===== src/design/buck_ctrl_pkg.sv =====
/*
 * Shared constants and types for the step-down converter control block:
 * timing counts, reset values, strap and setting records, state types.
 * Assumes a 10 MHz control clock; all counts except SW_PERIOD_CYC derive from its period.
 */
package buck_ctrl_pkg;

	localparam int CLK_PERIOD_NS   = 100;
	localparam int MIN_ON_NS       = 50;
	localparam int MIN_ON_CYC      =
		(MIN_ON_NS + CLK_PERIOD_NS - 1) / CLK_PERIOD_NS;
	localparam int SS_T0_US        = 500;
	localparam int SS_T1_US        = 1000;
	localparam int SS_T2_US        = 2000;
	localparam int SS_T3_US        = 4000;
	localparam int SS_T0_CYC       = SS_T0_US * 1000 / CLK_PERIOD_NS;
	localparam int SS_T1_CYC       = SS_T1_US * 1000 / CLK_PERIOD_NS;
	localparam int SS_T2_CYC       = SS_T2_US * 1000 / CLK_PERIOD_NS;
	localparam int SS_T3_CYC       = SS_T3_US * 1000 / CLK_PERIOD_NS;
	localparam int START_DELAY_US  = 20;
	localparam int START_DELAY_CYC =
		START_DELAY_US * 1000 / CLK_PERIOD_NS;
	localparam int REF_SETTLE_US   = 10;
	localparam int REF_SETTLE_CYC  =
		REF_SETTLE_US * 1000 / CLK_PERIOD_NS;
	localparam int SYNC_LOSS_NS    = 2000;
	localparam int SYNC_LOSS_CYC   = SYNC_LOSS_NS / CLK_PERIOD_NS;
	localparam int SW_PERIOD_CYC   = 4;
	localparam int CNT_W           = 16;

	localparam logic [7:0] SETPOINT_RESET = 8'h00;
	localparam logic [1:0] RANGE_RESET    = 2'h2;
	localparam logic [1:0] SS_TIME_RESET  = 2'h1;

	typedef struct packed {
		logic [1:0] voltage_strap;
		logic [1:0] frequency_strap;
		logic       sync_out_strap;
	} strap_t;

	typedef struct packed {
		logic [7:0] output_setpoint_code;
		logic [1:0] voltage_range_select;
		logic [1:0] soft_start_duration;
	} setting_t;

	localparam setting_t SETTING_RESET =
		'{SETPOINT_RESET, RANGE_RESET, SS_TIME_RESET};

	typedef enum logic [1:0] {
		conduction_idle,
		pwm_continuous_conduction,
		pwm_discontinuous_conduction,
		pulse_skip_discontinuous
	} conduction_t;

	typedef enum logic [2:0] {
		init_hold, init_reference, init_sample, init_load, init_done
	} init_state_t;

	typedef enum logic [1:0] {
		conv_off, conv_wait, conv_ramp, conv_run
	} conv_state_t;

endpackage : buck_ctrl_pkg


===== src/design/buck_ctrl.sv =====
/*
 * Digital control of a stackable step-down converter: start-up sequence,
 * open-drain enable and stack-ready pin, operating mode choice, soft
 * start with deferred setting writes, clock-aligned gate pulses.
 * Assumes host register writes arrive as one-cycle strobes in clk domain,
 * and that sys_rst is the supply undervoltage lockout.
 */
`timescale 1ns/100ps
`default_nettype none
module buck_ctrl
	import buck_ctrl_pkg::*;
#(
	parameter int RAMP0_CYC = SS_T0_CYC,
	parameter int RAMP1_CYC = SS_T1_CYC,
	parameter int RAMP2_CYC = SS_T2_CYC,
	parameter int RAMP3_CYC = SS_T3_CYC
) (
	input  wire logic            clk,
	input  wire logic            sys_rst,
	input  wire logic            mode_sync_pin,
	input  wire logic            enable_pin_in,
	output logic                 enable_pin_out,
	output logic                 enable_pin_oe,
	input  wire logic [1:0]      voltage_strap_pin,
	input  wire logic [1:0]      frequency_strap_pin,
	input  wire logic            sync_out_strap_pin,
	input  wire logic            nvm_ready,
	input  wire logic [3:0][7:0] nvm_setpoint_table,
	input  wire logic            fault_thermal,
	input  wire logic            fault_overvoltage,
	input  wire logic            standalone_select,
	input  wire logic            forced_pwm_select,
	input  wire logic            spread_spectrum_en,
	input  wire logic            wr_setpoint,
	input  wire logic [7:0]      wr_setpoint_data,
	input  wire logic            wr_range,
	input  wire logic [1:0]      wr_range_data,
	input  wire logic            wr_duration,
	input  wire logic [1:0]      wr_duration_data,
	input  wire logic [1:0]      load_level,
	input  wire logic            pulse_demand,
	input  wire logic [7:0]      on_time_req,
	input  wire logic [7:0]      output_level_code,
	output logic                 reference_enable,
	output logic                 i2c_enable,
	output strap_t               strap_state,
	output setting_t             staged_setting,
	output setting_t             active_setting,
	output logic                 ready_n,
	output logic                 converter_enable,
	output logic                 ramp_active,
	output logic [7:0]           reference_level,
	output logic                 forced_pwm_operation,
	output logic                 power_save_operation,
	output conduction_t          conduction,
	output logic                 high_side_gate
);
	// Synchronised pins
	logic        mode_level;
	logic        en_level;
	logic [1:0]  fault_level;
	strap_t      strap_level;

	pin_sync #(.W(1)) u_mode_sync (
		.clk     (clk),
		.sys_rst (sys_rst),
		.pin     (mode_sync_pin),
		.level   (mode_level)
	);

	pin_sync #(.W(1)) u_en_sync (
		.clk     (clk),
		.sys_rst (sys_rst),
		.pin     (enable_pin_in),
		.level   (en_level)
	);

	pin_sync #(.W(2)) u_fault_sync (
		.clk     (clk),
		.sys_rst (sys_rst),
		.pin     ({fault_overvoltage, fault_thermal}),
		.level   (fault_level)
	);

	pin_sync #(.W(5)) u_strap_sync (
		.clk     (clk),
		.sys_rst (sys_rst),
		.pin     ({voltage_strap_pin, frequency_strap_pin,
			sync_out_strap_pin}),
		.level   (strap_level)
	);

	// Start-up sequence
	init_state_t      init_state;
	init_state_t      next_init_state;
	logic [CNT_W-1:0] init_cnt;
	wire              init_complete;
	wire              ref_settled;

	assign init_complete = (init_state == init_done);
	assign ref_settled   = (init_cnt >= CNT_W'(REF_SETTLE_CYC - 1));

	always_comb begin
		next_init_state = init_state;
		case (init_state)
			init_hold:      next_init_state = init_reference;
			init_reference: begin
				if (ref_settled) next_init_state = init_sample;
			end
			init_sample:    next_init_state = init_load;
			init_load:      begin
				if (nvm_ready) next_init_state = init_done;
			end
			default:        next_init_state = init_done;
		endcase
	end

	always_ff @(posedge clk or posedge sys_rst) begin
		if (sys_rst) begin
			init_state <= init_hold;
			init_cnt   <= '0;
		end else begin
			init_state <= next_init_state;
			if (init_state == init_reference && !ref_settled)
				init_cnt <= init_cnt + CNT_W'(1);
		end
	end

	// Straps are caught once; nothing but undervoltage lockout clears them
	always_ff @(posedge clk or posedge sys_rst) begin
		if (sys_rst) begin
			strap_state      <= '0;
			reference_enable <= 1'b0;
			i2c_enable       <= 1'b0;
		end else begin
			if (init_state == init_sample)
				strap_state <= strap_level;
			reference_enable <= (init_state != init_hold);
			i2c_enable       <= (next_init_state == init_done);
		end
	end

	// Enable pin: open drain, driven only to low
	wire fault_any;
	wire fault_enabled;
	wire next_ready_n;

	assign fault_any     = |fault_level;
	assign fault_enabled = fault_any & ~standalone_select;
	assign next_ready_n  =
		~((next_init_state == init_done) & ~fault_enabled);

	always_ff @(posedge clk or posedge sys_rst) begin
		if (sys_rst) begin
			ready_n        <= 1'b1;
			enable_pin_out <= 1'b0;
			enable_pin_oe  <= 1'b1;
		end else begin
			ready_n        <= next_ready_n;
			enable_pin_out <= 1'b0;
			enable_pin_oe  <= next_ready_n;
		end
	end

	// Host settings: staged copy and the copy the converter uses
	logic [1:0] range_pending;
	wire        settings_frozen;

	assign settings_frozen = ramp_active;

	always_ff @(posedge clk or posedge sys_rst) begin
		if (sys_rst) begin
			staged_setting <= SETTING_RESET;
			range_pending  <= RANGE_RESET;
		end else if (init_state == init_load && nvm_ready) begin
			staged_setting.output_setpoint_code <=
				nvm_setpoint_table[strap_state.voltage_strap];
		end else if (init_complete) begin
			if (wr_range)
				range_pending <= wr_range_data;
			if (wr_setpoint) begin
				staged_setting.output_setpoint_code <= wr_setpoint_data;
				// A new range waits for the setpoint write after it
				staged_setting.voltage_range_select <= range_pending;
			end
			if (wr_duration)
				staged_setting.soft_start_duration <= wr_duration_data;
		end
	end

	// Converter sequencing
	conv_state_t      conv_state;
	conv_state_t      next_conv_state;
	logic [CNT_W-1:0] delay_cnt;
	wire              run_allowed;
	wire              delay_done;
	wire              ramp_busy;
	wire [7:0]        ramp_level;
	wire              ramp_start;

	// The wired pin is low while any stacked device is not ready
	assign run_allowed = init_complete & en_level & ~fault_any;
	assign delay_done  = (delay_cnt >= CNT_W'(START_DELAY_CYC - 1));
	assign ramp_start  = (conv_state == conv_wait) && delay_done;

	always_comb begin
		next_conv_state = conv_state;
		case (conv_state)
			conv_off:  begin
				if (run_allowed) next_conv_state = conv_wait;
			end
			conv_wait: begin
				if (delay_done) next_conv_state = conv_ramp;
			end
			conv_ramp: begin
				if (!ramp_busy && !ramp_start)
					next_conv_state = conv_run;
			end
			default:   next_conv_state = conv_run;
		endcase
		if (!run_allowed)
			next_conv_state = conv_off;
	end

	always_ff @(posedge clk or posedge sys_rst) begin
		if (sys_rst) begin
			conv_state <= conv_off;
			delay_cnt  <= '0;
		end else begin
			conv_state <= next_conv_state;
			if (conv_state == conv_wait && !delay_done)
				delay_cnt <= delay_cnt + CNT_W'(1);
			else if (conv_state != conv_wait)
				delay_cnt <= '0;
		end
	end

	// Settings in use follow the staged copy every cycle except during the ramp, when they are held
	always_ff @(posedge clk or posedge sys_rst) begin
		if (sys_rst) begin
			active_setting <= SETTING_RESET;
		end else if (!settings_frozen) begin
			active_setting <= staged_setting;
		end
	end

	soft_start_ramp #(
		.RAMP0_CYC (RAMP0_CYC),
		.RAMP1_CYC (RAMP1_CYC),
		.RAMP2_CYC (RAMP2_CYC),
		.RAMP3_CYC (RAMP3_CYC)
	) u_ramp (
		.clk      (clk),
		.sys_rst  (sys_rst),
		.run      (conv_state == conv_ramp || conv_state == conv_run ||
			ramp_start),
		.start    (ramp_start),
		.target   (active_setting.output_setpoint_code),
		.duration (active_setting.soft_start_duration),
		.level    (ramp_level),
		.busy     (ramp_busy)
	);

	always_ff @(posedge clk or posedge sys_rst) begin
		if (sys_rst) begin
			ramp_active      <= 1'b0;
			converter_enable <= 1'b0;
			reference_level  <= 8'h00;
		end else begin
			ramp_active      <= (next_conv_state == conv_ramp);
			converter_enable <= (next_conv_state == conv_ramp) ||
				(next_conv_state == conv_run);
			reference_level  <= ramp_level;
		end
	end

	// Operating mode
	logic [CNT_W-1:0] sync_age;
	logic             mode_prev;
	wire              mode_edge;
	wire              sync_present;
	wire              forced_mode;
	conduction_t      next_conduction;

	assign mode_edge    = mode_level & ~mode_prev;
	assign sync_present = (sync_age < CNT_W'(SYNC_LOSS_CYC));
	// Sync clock, high pin, bit or spread spectrum all force PWM
	assign forced_mode  = mode_level | sync_present |
		forced_pwm_select | spread_spectrum_en;

	always_ff @(posedge clk or posedge sys_rst) begin
		if (sys_rst) begin
			mode_prev <= 1'b0;
			sync_age  <= CNT_W'(SYNC_LOSS_CYC);
		end else begin
			mode_prev <= mode_level;
			if (mode_edge)
				sync_age <= '0;
			else if (sync_present)
				sync_age <= sync_age + CNT_W'(1);
		end
	end

	always_comb begin
		next_conduction = conduction_idle;
		if (next_conv_state == conv_ramp)
			next_conduction = pwm_discontinuous_conduction;
		else if (next_conv_state == conv_run) begin
			if (forced_mode)
				next_conduction = pwm_continuous_conduction;
			else if (load_level == 2'h0)
				next_conduction = pulse_skip_discontinuous;
			else if (load_level == 2'h1)
				next_conduction = pwm_discontinuous_conduction;
			else
				next_conduction = pwm_continuous_conduction;
		end
	end

	always_ff @(posedge clk or posedge sys_rst) begin
		if (sys_rst) begin
			forced_pwm_operation <= 1'b1;
			power_save_operation <= 1'b0;
			conduction           <= conduction_idle;
		end else begin
			forced_pwm_operation <= forced_mode;
			power_save_operation <= ~forced_mode;
			conduction           <= next_conduction;
		end
	end

	// Gate pulses on the internal switching clock
	logic [7:0] sw_cnt;
	logic [7:0] on_cnt;
	wire        sw_tick;
	wire        pulse_busy;
	wire        switching;
	wire        want_pulse;
	wire [7:0]  pulse_len;

	assign sw_tick    = (sw_cnt == 8'h00);
	assign pulse_busy = (on_cnt != 8'h00);
	// During the ramp nothing switches until the reference clears the
	// existing output, so a prebiased rail is not pulled down
	assign switching  = (conduction != conduction_idle) &&
		!(ramp_active && reference_level <= output_level_code);
	assign want_pulse = (conduction == pulse_skip_discontinuous) ?
		pulse_demand : 1'b1;
	// Too short a request is stretched, never cut
	assign pulse_len  = (on_time_req < 8'(MIN_ON_CYC)) ?
		8'(MIN_ON_CYC) : on_time_req;

	always_ff @(posedge clk or posedge sys_rst) begin
		if (sys_rst) begin
			sw_cnt <= 8'h00;
		end else if (sw_cnt == 8'(SW_PERIOD_CYC - 1)) begin
			sw_cnt <= 8'h00;
		end else begin
			sw_cnt <= sw_cnt + 8'h01;
		end
	end

	// A tick that lands inside a running pulse is skipped, which
	// lowers the effective switching frequency
	always_ff @(posedge clk or posedge sys_rst) begin
		if (sys_rst) begin
			on_cnt         <= 8'h00;
			high_side_gate <= 1'b0;
		end else if (!switching) begin
			on_cnt         <= 8'h00;
			high_side_gate <= 1'b0;
		end else if (pulse_busy) begin
			on_cnt         <= on_cnt - 8'h01;
			high_side_gate <= 1'b1;
		end else if (sw_tick && want_pulse) begin
			on_cnt         <= pulse_len - 8'h01;
			high_side_gate <= 1'b1;
		end else begin
			high_side_gate <= 1'b0;
		end
	end

endmodule : buck_ctrl
`default_nettype wire


===== src/design/pin_sync.sv =====
/*
 * Three-stage input synchroniser for pins from outside the clock domain.
 * The output follows only once the second and third stages agree.
 * Assumes the input is a slow level, not a pulse shorter than two cycles.
 */
`timescale 1ns/100ps
`default_nettype none
module pin_sync #(
	parameter int W = 1
) (
	input  wire logic         clk,
	input  wire logic         sys_rst,
	input  wire logic [W-1:0] pin,
	output logic      [W-1:0] level
);
	logic [W-1:0] s1;
	logic [W-1:0] s2;
	logic [W-1:0] s3;

	always_ff @(posedge clk or posedge sys_rst) begin
		if (sys_rst) begin
			s1    <= '0;
			s2    <= '0;
			s3    <= '0;
			level <= '0;
		end else begin
			s1 <= pin;
			s2 <= s1;
			s3 <= s2;
			// Each bit moves only when the last two stages agree
			level <= (s2 & s3) | (level & (s2 | s3));
		end
	end
endmodule : pin_sync
`default_nettype wire


===== src/design/soft_start_ramp.sv =====
/*
 * Reference ramp: climbs from zero to a target at the rate that spans full scale in the chosen duration,
 * then steps up or down toward later targets at the same rate.
 * Assumes the caller holds the target stable while busy is high.
 */
`timescale 1ns/100ps
`default_nettype none
module soft_start_ramp
	import buck_ctrl_pkg::*;
#(
	parameter int RAMP0_CYC = SS_T0_CYC,
	parameter int RAMP1_CYC = SS_T1_CYC,
	parameter int RAMP2_CYC = SS_T2_CYC,
	parameter int RAMP3_CYC = SS_T3_CYC
) (
	input  wire logic       clk,
	input  wire logic       sys_rst,
	input  wire logic       run,
	input  wire logic       start,
	input  wire logic [7:0] target,
	input  wire logic [1:0] duration,
	output logic      [7:0] level,
	output logic            busy
);
	logic [CNT_W-1:0] div;
	wire  [CNT_W-1:0] step_len;
	wire              step;

	// Full scale of 256 codes spread over the ramp time
	assign step_len = (duration == 2'h0) ? CNT_W'(RAMP0_CYC / 256) :
		(duration == 2'h1) ? CNT_W'(RAMP1_CYC / 256) :
		(duration == 2'h2) ? CNT_W'(RAMP2_CYC / 256) :
		CNT_W'(RAMP3_CYC / 256);
	assign step = (div >= step_len - CNT_W'(1));

	always_ff @(posedge clk or posedge sys_rst) begin
		if (sys_rst) begin
			level <= 8'h00;
			busy  <= 1'b0;
			div   <= '0;
		end else if (!run || start) begin
			level <= 8'h00;
			busy  <= start;
			div   <= '0;
		end else if (step) begin
			div <= '0;
			if (level < target) level <= level + 8'h01;
			else if (level > target && !busy) level <= level - 8'h01;
			// Busy drops on the step that lands on the target, so the
			// ramp to a nonzero target lasts exactly target codes times the step length
			if (busy && (level == target || level + 8'h01 == target))
				busy <= 1'b0;
		end else begin
			div <= div + CNT_W'(1);
		end
	end
endmodule : soft_start_ramp
`default_nettype wire


===== config.mk =====
export PLATFORM = sky130hd
export DESIGN_NAME = buck_ctrl
export DESIGN_NICKNAME = d
export VERILOG_FILES = /design/src/design/buck_ctrl_pkg.sv /design/src/design/buck_ctrl.sv /design/src/design/pin_sync.sv /design/src/design/soft_start_ramp.sv
export SDC_FILE = /design/constraint.sdc
export NUM_CORES = 1
export LEC_CHECK = 0
export ABC_CLOCK_PERIOD_IN_PS = 11200
export BUFFER_PORTS_ARGS = -buffer_cell sky130_fd_sc_hd__buf_2
export CAP_MARGIN = 25
export CORE_UTILIZATION = 61
export DETAILED_ROUTE_END_ITERATION = 10
export MAX_ROUTING_LAYER = met4
export PLACE_DENSITY = 0.86
export SETUP_SLACK_MARGIN = 0.02
export SYNTH_ARGS = -nofsm -noshare
export SYNTH_HDL_FRONTEND = slang
export SYNTH_SLANG_ARGS = --single-unit

===== constraint.sdc =====
create_clock -name clk -period 11.2 [get_ports clk]
set_clock_uncertainty 0.15 [all_clocks]
set_input_delay 2.8 -clock clk [delete_from_list [all_inputs] [get_ports clk]]
set_output_delay 2.8 -clock clk [all_outputs]
set_load 0.02 [all_outputs]

; Yosys cells after proc, flatten, opt, wreduce, memory -nomap -nowiden
; Cells that the tools add are included.
[totals]
register_bits = 180
elab_cells = 202
inputBits = 81
[classes]
mux = 43
addsub = 10
n_reduce_logical = 43
n_eq_ne = 19
n_lt_le_gt_ge = 9
n_bitwise = 31
[ops]
columns = op, count
row1 = 16-bit 2-to-1 mux, 8
row2 = 8-bit 2-to-1 mux, 12
row3 = "16-bit by 1-bit adder with 16-bit output, second input constant", 4
row4 = "8-bit by 1-bit subtractor with 8-bit output, second input constant", 3
row5 = 2-bit 2-to-1 mux, 9
row6 = "8-bit by 1-bit adder with 8-bit output, second input constant", 2
row7 = 8-bit binary-select mux with 2-bit select, 1
row8 = 8-bit equality test, 2
row9 = 16-bit greater-or-equal comparator, 1
row10 = "16-bit by 7-bit greater-or-equal comparator with 1-bit output, second input constant", 1
row11 = "16-bit by 8-bit greater-or-equal comparator with 1-bit output, second input constant", 1
row12 = "16-bit by 5-bit < comparator with 1-bit output, second input constant", 1
row13 = "16-bit by 1-bit subtractor with 16-bit output, second input constant", 1
row14 = 2-bit nonzero test, 7
row15 = "2-bit equality test, second input constant", 6
row16 = 12-bit 2-to-1 mux, 1
row17 = 3-bit one-hot mux with 4 select lines, 1
row18 = 5-bit bitwise AND, 2
row19 = 1-bit logical AND, 10
row20 = 10-bit 2-to-1 mux, 1
row21 = 5-bit OR, 2
row22 = 1-bit bitwise AND, 9
row23 = 3-bit AND reduction, 3
row24 = "8-bit by 2-bit equality test with 1-bit output, second input constant", 1
row25 = other kinds (27), 66

; Logic depth before layout (Yosys ltp)
; Gate-level depths: netlist (run 1).
[logic_depth]
ltp_word = 10
mapped_depth = 11
depth_no_buf = 11

; By module
; A second synthesis (run 1) with hierarchy kept.
[hier_totals]
cells_unflattened = 700
area_unflattened_um2 = 8116.5
[modules_own_cells]
columns = mod, cells_each, n_inst, area_each_um2, seq_area_each_um2
row1 = buck_ctrl, 438, 1, 5187.5, 2989.1
row2 = soft_start_ramp, 213, 1, 1911.8, 625.6
row3 = pin_sync (u_strap_sync), 26, 1, 560.5, 500.5
row4 = pin_sync (u_en_sync ...), 6, 2, 115.1, 100.1
row5 = pin_sync (u_fault_sync), 11, 1, 226.5, 200.2

; Worst setup path before layout (run 1)
; No wires, ideal clock.
[synth_path]
path_kind = input-to-reg
from = input output_level_code[7]
to = register on_cnt[7]
arrival_ns = 4.216
slack_ns = 6.748
t_required_ns = 10.964
n_path_buf = 1
path_stages = 9
cell_sequence = inv_1 ha_1 nand2_1 o21ai_0 nand2b_1 o211ai_1 a221o_1 clkbuf_1 nor3_1
[synth_between]
elab_chain_cells = 5
word_cells_on_any_way = 6
cone_classes = order compare: 1 / eq/ne: 1 / mux: 1 / reduce/logical: 3
[synth_lines]
columns = element, line
row1 = start: declaration, buck_ctrl.sv:43  ; input wire logic [7:0] output_level_code,
row2 = 8-bit <= comparator (*), buck_ctrl.sv:346  ; !(ramp_active && reference_level <= output_level_code);
row3 = 1-bit logical AND (*), buck_ctrl.sv:346
row4 = 1-bit logical NOT (*), buck_ctrl.sv:346
row5 = 1-bit logical AND (*), buck_ctrl.sv:345  ; assign switching = (conduction != conduction_idle) &&
row6 = 3-bit by 2-bit != test with 1-bit output (no source line) / 8-bit 2-to-1 mux (equally long branches), n/a
row7 = end signal: assignment, buck_ctrl.sv:373  ; on_cnt <= on_cnt - 8'h01;
row8 = end signal: assignment, buck_ctrl.sv:376  ; on_cnt <= pulse_len - 8'h01;
row9 = end: declaration, buck_ctrl.sv:334  ; logic [7:0] on_cnt;
; Every way passes the cells marked *; elsewhere a longest branch is shown, timed or not.
; A chain may end at the register's enable or synchronous reset.

; Final worst setup path (run 1)
[layout_path]
from = register ramp_active
to = output ramp_active
[layout_lines]
columns = element, line
row1 = start: declaration, buck_ctrl.sv:51  ; output logic ramp_active,
row2 = start signal: assignment, buck_ctrl.sv:270  ; ramp_active <= (next_conv_state == conv_ramp);
; No word-level cell between the ends.

==> summary.txt, run 1 <==
Clocking
  – Clock sinks: 180
  – CTS root buf: clkbuf_16
  – CTS tree: done
  – Post-CTS Resized: 0
  – Clock H-tree levels: 4
  – Setup bufs post-CTS: 0
  – CTS buffer count: 17
  – Clk Latency, worst-skew pair: 0.43 ns
  – Bufs on Longest Clock Path: 2
  – Clk pin slew, worst setup/hold paths: 0.07 ns
  – Hold-fix buffers, CTS: 0

Timing
  – Max-slew headroom: 0.438
  – Fin. max-slew vios: 0
  – Finish-stage setup viols: 0
  – RSZ-0062 raised after global routing: no
  – Final worst path period share: 0.399
  – Final min period: 4.47 ns
  – Final hold vios: 0
  – Peak Freq: 0.224 GHz
  – Worst Tran Pin Value: 0.843 ns
  – Sum Neg Setup Slack: 0 ns

Power
  – Total power: 1.59 mW
  – Peak VDD IR: 123 uV
  – LEAKAGE: 4.58 nW
  – Pwr dens: 168 nW/um2

Synth
  – Post-synthesis async set-or-reset flop share: 1.00
  – Synth Flop Type: dfrtp_1
  – Number of library cell types mapped by synthesis: 59
  – Post-synth top area cell: dfrtp_1
  – Mux contribution to synthesized area: 0.0614
  – Largest family of logic cells by synthesized area: simple AND/OR/NAND/NOR gates
  – Post-synthesis simple-gate area fraction: 0.153
  – Synth Area in XOR/XNOR: 0.0416
  – Top post-synthesis cells by area: dfrtp_1, ha_1, mux2_2, dfstp_2, xnor2_1
  – Mapped Cells: 690
  – Synth Cell Area: 8010 um2
  – Adder-Cell Fraction of Synth Area: 0.0722
  – Compound-cell area share of the yosys netlist: 0.0769
  – EDFF count, synth: 0
  – Post-synthesis sequential area ratio: 0.564
  – Yosys reg bits: 180
  – Top cell type's share of synthesized area: 0.534
  – Synth warnings: 0
  – Syn Area/Cell: 11.6 um2

Worst setup path
  – Crit start category: flip-flop
  – Data arrival, critical path: 1.52 ns
  – WP data required: 8.25 ns
  – CP cell instances: buf_2
  – Crit path max fanout: 14
  – CP max stage delay: 0.80 ns
  – Max stage delay cell, worst path: dfrtp_1
  – Critical path class: flip-flop to primary output
  – Crit. End Element: primary output
  – Buf+Inv Stages, Crit Path: 1
  – Delay-heaviest family, CP: flip-flops

Layout
  – Multi-input gate area: 3280 um2
  – Diode count: 0
  – Most common cell after layout, fill and taps aside: dfrtp_1
  – Fill cells: 817
  – Layout net count: 942
  – P&R area growth vs syn: 18.4%
  – Commonest cells after routing, fill and taps aside: dfrtp_1, buf_2, nor2_1
  – Layout cells sized above 1: 0.257
  – Total area of sequential cells: 4520 um2

Drt
  – Vias: 5,797
  – Vias per cell: 5.76
  – Routed WL: 17.1 mm
  – DR WL/cell: 17.0 um
  – Residual DRC: 0
  – Initial drt markers: 280
  – ANT nets after route: 0
  – 1st-pass router iterations: 5

Placed design
  – DP Wirelength: 12.2 mm
  – GP Congestion: 0.898
  – Port Buf Inserts: 128

Hold path
  – Hold crit path type: flip-flop to flip-flop

Global route
  – GRT Overall Usage: 0.285
  – Initial antenna violation count: 0
  – GR Overflow Total: 0
  – Global-route wire length before repair: 28.2 mm
  – Largest net degree at the start of global routing: 110
  – Vias in the first global route: 5,867

Floorplan
  – # rows: 41
  – DIE WIDTH: 117 um
  – DIE HEIGHT: 117 um
  – Die area: 13,600 um2
  – Ports: 130
  – Initial core utilization: 0.630
  – Core ar.: 12,700 um2

Status
  – Status: finished, final reports clean

Run
  – Max Cap Viol: 0
==> cells by family after synthesis <==
family | count (synthesis)
buf+inv | 63
other cells | 1
compound gates | 93
mux | 36
simple gates | 231
flops | 180
xor+xnor | 38
fa+ha+maj | 48
==> per-stage QoR <==
step | cells | setup slack (ns) | area (um2) | util | hold slack [ns]
3_5_place_dp | 974 | 6.46 | 8810 | 0.692 | 0.186
3_3_place_gp | 973 | 6.58 | 8800 | 0.692 | 0.183
2_1_floorplan | 697 | 3.38 | 8040 | - | 0.181
4_1_cts | 1006 | 6.72 | 9450 | 0.743 | 0.202
5_1_grt | 1007 | 6.68 | 9480 | 0.745 | 0.208
6_report | 1007 | 6.73 | 9480 | 0.745 | 0.200
==> layout make-up <==
cell class | instances | share of cell area
tap | 172 | 0.0227
timing repair buffer | 131 | 0.0718
clock buffer | 17 | 0.0449
sequential | 180 | 0.476
clock inverter | 15 | 0.0232
inverter | 38 | 0.0156
multi-input combinational | 454 | 0.346
==> sequential cells by signal, indices dropped and copies added (netlist names), 8 cells and up <==
name             count
u_ramp.level         8
active_setting      12
delay_cnt           16
sync_age            16
staged_setting      12
init_cnt            16
reference_level      8
sw_cnt               8
on_cnt               8
u_ramp.div          16
==> cells in the mapped netlist, drive strengths merged, types with 8 or more instances <==
cell	count
a21oi	19
a22oi	8
and2	28
and3	10
clkbuf	21
dfrtp	171
dfstp	9
ha	39
inv	38
maj3	9
mux2	25
mux4	8
nand2	44
nand3	19
nand4	9
nor2	55
nor3	12
nor4	12
o21ai	25
xnor2	24
xor2	14
==> worst paths after layout <==
kind,from,end,slack [ns],depth (start not counted)
worst max register to register,active_setting[0],u_ramp.level[5],8.00,10
worst min register to register,u_fault_sync.s1[1],u_fault_sync.s2[1],0.20,0
worst min-delay path,u_fault_sync.s1[1],u_fault_sync.s2[1],0.20,0
worst max-delay path,ramp_active,ramp_active,6.73,1
min in group asynchronous,sys_rst,u_strap_sync.s1[3],2.17,2
max in group asynchronous,sys_rst,delay_cnt[1],7.22,4
==> where the power goes <==
part | total (mW) | internal [mW] | switching, mW
registers | 0.750 | 0.703 | 0.0471
logic | 0.200 | 0.0876 | 0.113
clock network | 0.640 | 0.380 | 0.260
==> metal layers <==
| metal | GRT usage | vias up | routed length, um |
|---|---|---|---|
| li1 | - | 2680 | - |
| met1 | 0.347 | 2872 | 7130 |
| met2 | 0.482 | 208 | 8780 |
| met3 | 0.0529 | 37 | 850 |
| met4 | 0.0987 | 0 | 382 |
| met5 | - | - | 0 |
Power figures use the tool's default switching activity.
==> inputs of run 2 (changes only) <==
- ABC_CLOCK_PERIOD_IN_PS: 11200 -> 4200
- CORE_UTILIZATION: 61 -> 56
- PLACE_DENSITY: 0.86 -> 0.8
- clock period: 11.2 -> 4.2 ns (I/O delays scaled with it)
==> run 2 against run 1 <==
Global-route usage decreased by 2.6 points. First-iteration DRC count grew 6.8%. Final area barely moved. Die area rose by 8.8%. Utilization shrank 6.5 points. Worst hold slack is essentially flat. Sequential power grew to 2.7 times the previous value. Largest cell class unchanged.
==> summary.txt, run 2 (same netlist as run 1, synthesis figures left out) <==
Layout
  – Fin area: 9480 um2
  – Fill cells: 1,005
  – Commonest cells after routing, fill and taps aside: dfrtp_1, buf_2, nor2_1
  – Most common cell after layout, fill and taps aside: dfrtp_1
  – Layout cells sized above 1: 0.261
  – Final core occ: 0.680
  – P&R area growth vs syn: 18.3%
  – Diode count: 0
  – Final std cells w/o fill: 1,019
  – Layout net count: 946

Hold path
  – Hold crit path type: flip-flop to flip-flop

Global route
  – Initial antenna violation count: 0
  – Vias in the first global route: 6,072
  – GR Overflow Total: 0
  – GRT Overall Usage: 0.260
  – Largest net degree at the start of global routing: 52
  – Global-route wire length before repair: 28.5 mm

Placed design
  – Port Buf Inserts: 128
  – Placed instance count: 986
  – GP Congestion: 0.919
  – DP Wirelength: 12.6 mm
  – Dpl cell area: 8870 um2

Timing
  – Peak Freq: 0.312 GHz
  – Sum Neg Setup Slack: 0 ns
  – Final min period: 3.21 ns
  – Final hold vios: 0
  – Fin. max-slew vios: 0
  – RSZ-0062 raised after global routing: no
  – Max-slew headroom: 0.547
  – Finish-stage setup viols: 0
  – Worst Tran Pin Value: 0.678 ns
  – Final worst path period share: 0.764

Worst setup path
  – CP max stage delay: 0.63 ns
  – Crit path max fanout: 14
  – CP cell instances: inv_1 > ha_1 > nor2_1 > ha_1 > nor3b_1 > o21ai_0 > a2111o_1 > nand3_1 > a211oi_1 > a221o_1
  – Top cell by count, worst path: ha_1
  – Critical path class: flip-flop to flip-flop
  – Data arrival, critical path: 3.37 ns
  – FF-to-FF setup slack: 0.99 ns
  – Crit start category: flip-flop
  – Delay-heaviest family, CP: compound AO/OA/AOI/OAI gates
  – Crit. End Element: flip-flop
  – WP data required: 4.36 ns
  – Max stage delay cell, worst path: a2111o_1
  – Buf+Inv Stages, Crit Path: 1

Clocking
  – Post-CTS Resized: 0
  – Clk pin slew, worst setup/hold paths: 0.07 ns
  – CTS root buf: clkbuf_16
  – Hold-fix buffers, CTS: 0
  – Clock sinks: 180
  – Clock H-tree levels: 4
  – CTS buffer count: 17
  – CTS tree: done
  – Bufs on Longest Clock Path: 2
  – Clk Latency, worst-skew pair: 0.44 ns
  – Setup bufs post-CTS: 0

Floorplan
  – DIE WIDTH: 122 um
  – # rows: 43
  – Die area: 14,800 um2
  – DIE HEIGHT: 122 um
  – Core ar.: 13,900 um2
  – Ports: 130
  – Initial core utilization: 0.575

Run
  – Max Cap Viol: 0

Power
  – Peak VDD IR: 303 uV
  – Pwr dens: 433 nW/um2
  – LEAKAGE: 4.58 nW
  – Total power: 4.10 mW

Drt
  – Routed WL: 17.4 mm
  – Initial drt markers: 299
  – Vias: 5,791
  – Residual DRC: 0
  – DR WL/cell: 17.0 um
  – ANT nets after route: 0
  – 1st-pass router iterations: 5
  – Vias per cell: 5.68

Status
  – Status: finished, final reports clean
[run 2: layer usage]
layer	track usage	routed length [um]	vias to the layer above
met3	0.0482	855	27
met5	-	0	-
met1	0.310	7270	2877
li1	-	-	2693
met4	0.106	255	0
met2	0.435	8970	194
[run 2: layout make-up]
cell class / instances / area [um2] / area share
sequential: 180 / 4520 / 0.477
multi-input combinational: 454 / 3280 / 0.346
clock inverter: 13 / 131 / 0.0139
clock buffer: 19 / 453 / 0.0478
inverter: 38 / 146 / 0.0154
timing repair buffer: 135 / 728 / 0.0769
tap: 180 / 225 / 0.0238
[run 2: final timing paths]
check | start | end | cells past startpoint
setup / recovery | active_setting[0] | u_ramp.level[3] | 10
hold / removal | u_strap_sync.s1[1] | u_strap_sync.s2[1] | 0
setup reg to reg | active_setting[0] | u_ramp.level[3] | 10
hold reg to reg | u_strap_sync.s1[1] | u_strap_sync.s2[1] | 0
max in group asynchronous | sys_rst | sync_age[2] | 4
min in group asynchronous | sys_rst | init_cnt[5] | 2
[run 2: worst reg2reg max path, stage by stage, from the launching register on]
cell and delay (ns):
dfstp_2 0.58, inv_1 0.09, ha_1 0.20, nor2_1 0.15
ha_1 0.25, nor3b_1 0.22, o21ai_0 0.13, a2111o_1 0.63
nand3_1 0.34, a211oi_1 0.09, a221o_1 0.28
[run 2: metrics by stage]
stage | hold WS (ns) | setup WS (ns)
floorplan | 0.181 | 0.699
global placement | 0.183 | 1.17
detailed placement | 0.186 | 1.06
CTS | 0.203 | 1.04
global route | 0.205 | 0.800
finish | 0.200 | 0.993
[run 2: where the power goes]
| group | leakage [nW] | internal, mW | switching, mW |
|---|---|---|---|
| clock network | 0.288 | 0.822 | 0.736 |
| logic | 1.98 | 0.238 | 0.306 |
| registers | 2.32 | 1.87 | 0.123 |
==> inputs of run 3 (changes only) <==
- ABC_AREA: default -> 1
- ABC_CLOCK_PERIOD_IN_PS: 4200 -> 2700
- CORE_UTILIZATION: 56 -> 51
- PLACE_DENSITY: 0.8 -> 0.77
- clock period: 4.2 -> 2.7 ns (I/O delays scaled with it)
==> run 3 against run 2 <==
Critical path type unchanged. Maximum frequency increased by 31%. Combinational power is 9.2% lower. Register-to-register slack worse by 0.74 ns. Largest power group unchanged. Worst hold slack got worse by 0.0051 ns. Global-route usage shrank 4.1 points. Synthesized area up 2.8%. Sequential power grew 45%.
==> summary.txt, run 3 <==
Timing
  – Max-slew headroom: 0.616
  – Peak Freq: 0.408 GHz
  – Final min period: 2.45 ns
  – Finish-stage setup viols: 0
  – RSZ-0062 raised after global routing: no
  – Final worst path period share: 0.907
  – Worst Tran Pin Value: 0.571 ns
  – Fin. max-slew vios: 0
  – Setup slack after layout: 0.251 ns
  – Final hold vios: 0

Layout
  – Fill cells: 1,300
  – Most common cell after layout, fill and taps aside: nand2_1
  – Fin area: 9850 um2
  – P&R area growth vs syn: 19.7%
  – Final core occ: 0.622
  – Layout cells sized above 1: 0.194
  – Total area of sequential cells: 4520 um2
  – Layout net count: 1,184
  – Commonest cells after routing, fill and taps aside: nand2_1, dfrtp_1, buf_2
  – Multi-input gate area: 3150 um2
  – Diode count: 0

Placed design
  – Dpl cell area: 9190 um2
  – GP Congestion: 0.870
  – DP Wirelength: 12.0 mm
  – Port Buf Inserts: 128
  – Pre-CTS setup slack: 0.0189 ns

Power
  – Pwr dens: 603 nW/um2
  – Peak VDD IR: 498 uV
  – Total power: 5.94 mW
  – LEAKAGE: 5.14 nW

Floorplan
  – DIE HEIGHT: 129 um
  – DIE WIDTH: 129 um
  – Initial core utilization: 0.520
  – Ports: 130
  – Die area: 16,700 um2
  – # rows: 46
  – Core ar.: 15,800 um2

Synth
  – Top post-synthesis cells by area: dfrtp_1, nand2_1, ha_1, inv_1, nor2_1
  – Commonest cells post-synth: nand2_1, dfrtp_1, inv_1, nor2_1, nand3_1
  – Synth Flop Type: dfrtp_1
  – Number of library cell types mapped by synthesis: 39
  – EDFF count, synth: 0
  – Mapped Cells: 918
  – Synth Cell Area: 8230 um2
  – Count leader, synth: nand2_1
  – Top cell type's share of synthesized area: 0.520
  – Synth warnings: 0
  – Syn Area/Cell: 8.97 um2
  – Post-synthesis sequential area ratio: 0.549
  – Post-synth top area cell: dfrtp_1
  – Yosys reg bits: 180
  – Post-synthesis async set-or-reset flop share: 1.00

Worst setup path
  – Reg-to-reg startpoint: active_setting[0]
  – WP data required: 2.91 ns
  – Crit. End Element: flip-flop
  – Crit path max fanout: 8
  – Crit start category: flip-flop
  – FF-to-FF setup slack: 0.25 ns
  – Critical path class: flip-flop to flip-flop
  – Data arrival, critical path: 2.65 ns
  – Reg2reg end: u_ramp.div[7]
  – R2R depth: 17

Drt
  – DR WL/cell: 12.6 um
  – Vias per cell: 4.87
  – Vias: 6,302
  – Residual DRC: 0
  – ANT nets after route: 0
  – 1st-pass router iterations: 4
  – Initial drt markers: 289
  – Routed WL: 16.3 mm

Hold path
  – Hold path depth: 1
  – Min-delay src: frequency_strap_pin[1]
  – Hold Path End: u_strap_sync.s1[2]
  – Hold crit path type: input port to flip-flop

Clocking
  – Clk pin slew, worst setup/hold paths: 0.07 ns
  – Clock H-tree levels: 4
  – Clock sinks: 180
  – Clk Latency, worst-skew pair: 0.43 ns
  – CTS root buf: clkbuf_16
  – Hold-fix buffers, CTS: 0
  – CTS buffer count: 17
  – CTS tree: done
  – Bufs on Longest Clock Path: 2

Global route
  – GRT Overall Usage: 0.219
  – Global-route wire length before repair: 27.2 mm
  – Initial antenna violation count: 0
  – Vias in the first global route: 5,959
  – GR Overflow Total: 0
  – Largest net degree at the start of global routing: 98

Status
  – Status: finished, final reports clean

Run
  – Max Cap Viol: 0
-- run 3: cell types whose count changed after synthesis, moves of 9 or more --
cell     delta
nand2_1   +138
inv_1      +91
nor2_1     +67
nand3_1    +35
a21oi_1    +31
and2_1     -27
xnor2_1    -23
mux2_2     -18
nor4_1     -11
and3_1     -10
nand4_1     +9
-- run 3: layer usage --
layer	wire [um]	global-route usage	up-vias
met5	0	-	-
met4	321	0.0796	0
met2	7660	0.352	180
met1	7480	0.276	2901
li1	-	-	3198
met3	792	0.0429	23
-- run 3: stage by stage --
stage	TNS [ns]	hold slack [ns]	cells
2_1_floorplan	-72.89	0.181	925
3_3_place_gp	0	0.183	1257
3_5_place_dp	0	0.186	1257
4_1_cts	0	0.182	1289
5_1_grt	0	0.176	1293
6_report	0	0.195	1293
-- run 3: cells by family (layout without fill, tap and decap cells) --
group	Yosys count	in the layout	synth area share
buffers and inverters	159	310	0.0742
AO/OA/AOI/OAI	97	97	0.0684
multiplexers	7	7	0.00958
AND/OR/NAND/NOR	403	404	0.204
adder cells (fa/ha/maj)	48	48	0.0702
other	1	8	0.000456
XOR/XNOR	23	23	0.0245
flip-flops	180	180	0.549
-- run 3: worst max-delay path by stage --
stage | startpoint | end | slack [ns] | depth (start not counted)
5_1_grt | active_setting[0] | u_ramp.level[2] | 0.04 | 13
3_5_place_dp | active_setting[0] | u_ramp.busy | 0.02 | 18
3_3_place_gp | active_setting[0] | u_ramp.busy | 0.12 | 18
2_1_floorplan | sys_rst | active_setting[10] | -0.43 | 1
4_1_cts | active_setting[0] | u_ramp.busy | 0.14 | 18
6_report | active_setting[0] | u_ramp.div[7] | 0.25 | 17
-- run 3: cell type report --
type	instances	share of cell area
flip-flops and latches	180	0.458
clock inverters	12	0.0169
inverters	134	0.0514
repair buffers	144	0.0802
clock buffers	20	0.0454
multi-input cells	587	0.320
well taps	216	0.0274
-- run 3: repair_timing --
| action | in CTS | in global routing |
|---|---|---|
| pin swaps | 0 | 1 |
| endpoints found under the setup margin | 4 | 14 |
| cloned | 0 | 2 |
| resized for setup | 1 | 8 |
| buffers inserted | 0 | 2 |
-- run 3: critical path: stages, from the launching register on --
cell and delay [ns]:
dfstp_2 0.56, inv_2 0.06, ha_1 0.20, nor2_2 0.13, inv_1 0.06, ha_1 0.30, nand2_1 0.09, inv_1 0.05
nand2_1 0.06, nand2_1 0.04, nand2_1 0.05, nand2_1 0.05, nand2_1 0.05, nand2_1 0.05, nand2_1 0.14, nand2_4 0.11
buf_4 0.17, nor2_1 0.07
-- run 3: power by group --
| part | switching, mW | internal (mW) |
|---|---|---|
| combinational | 0.305 | 0.190 |
| clock | 1.05 | 1.50 |
| sequential | 0.0794 | 2.82 |
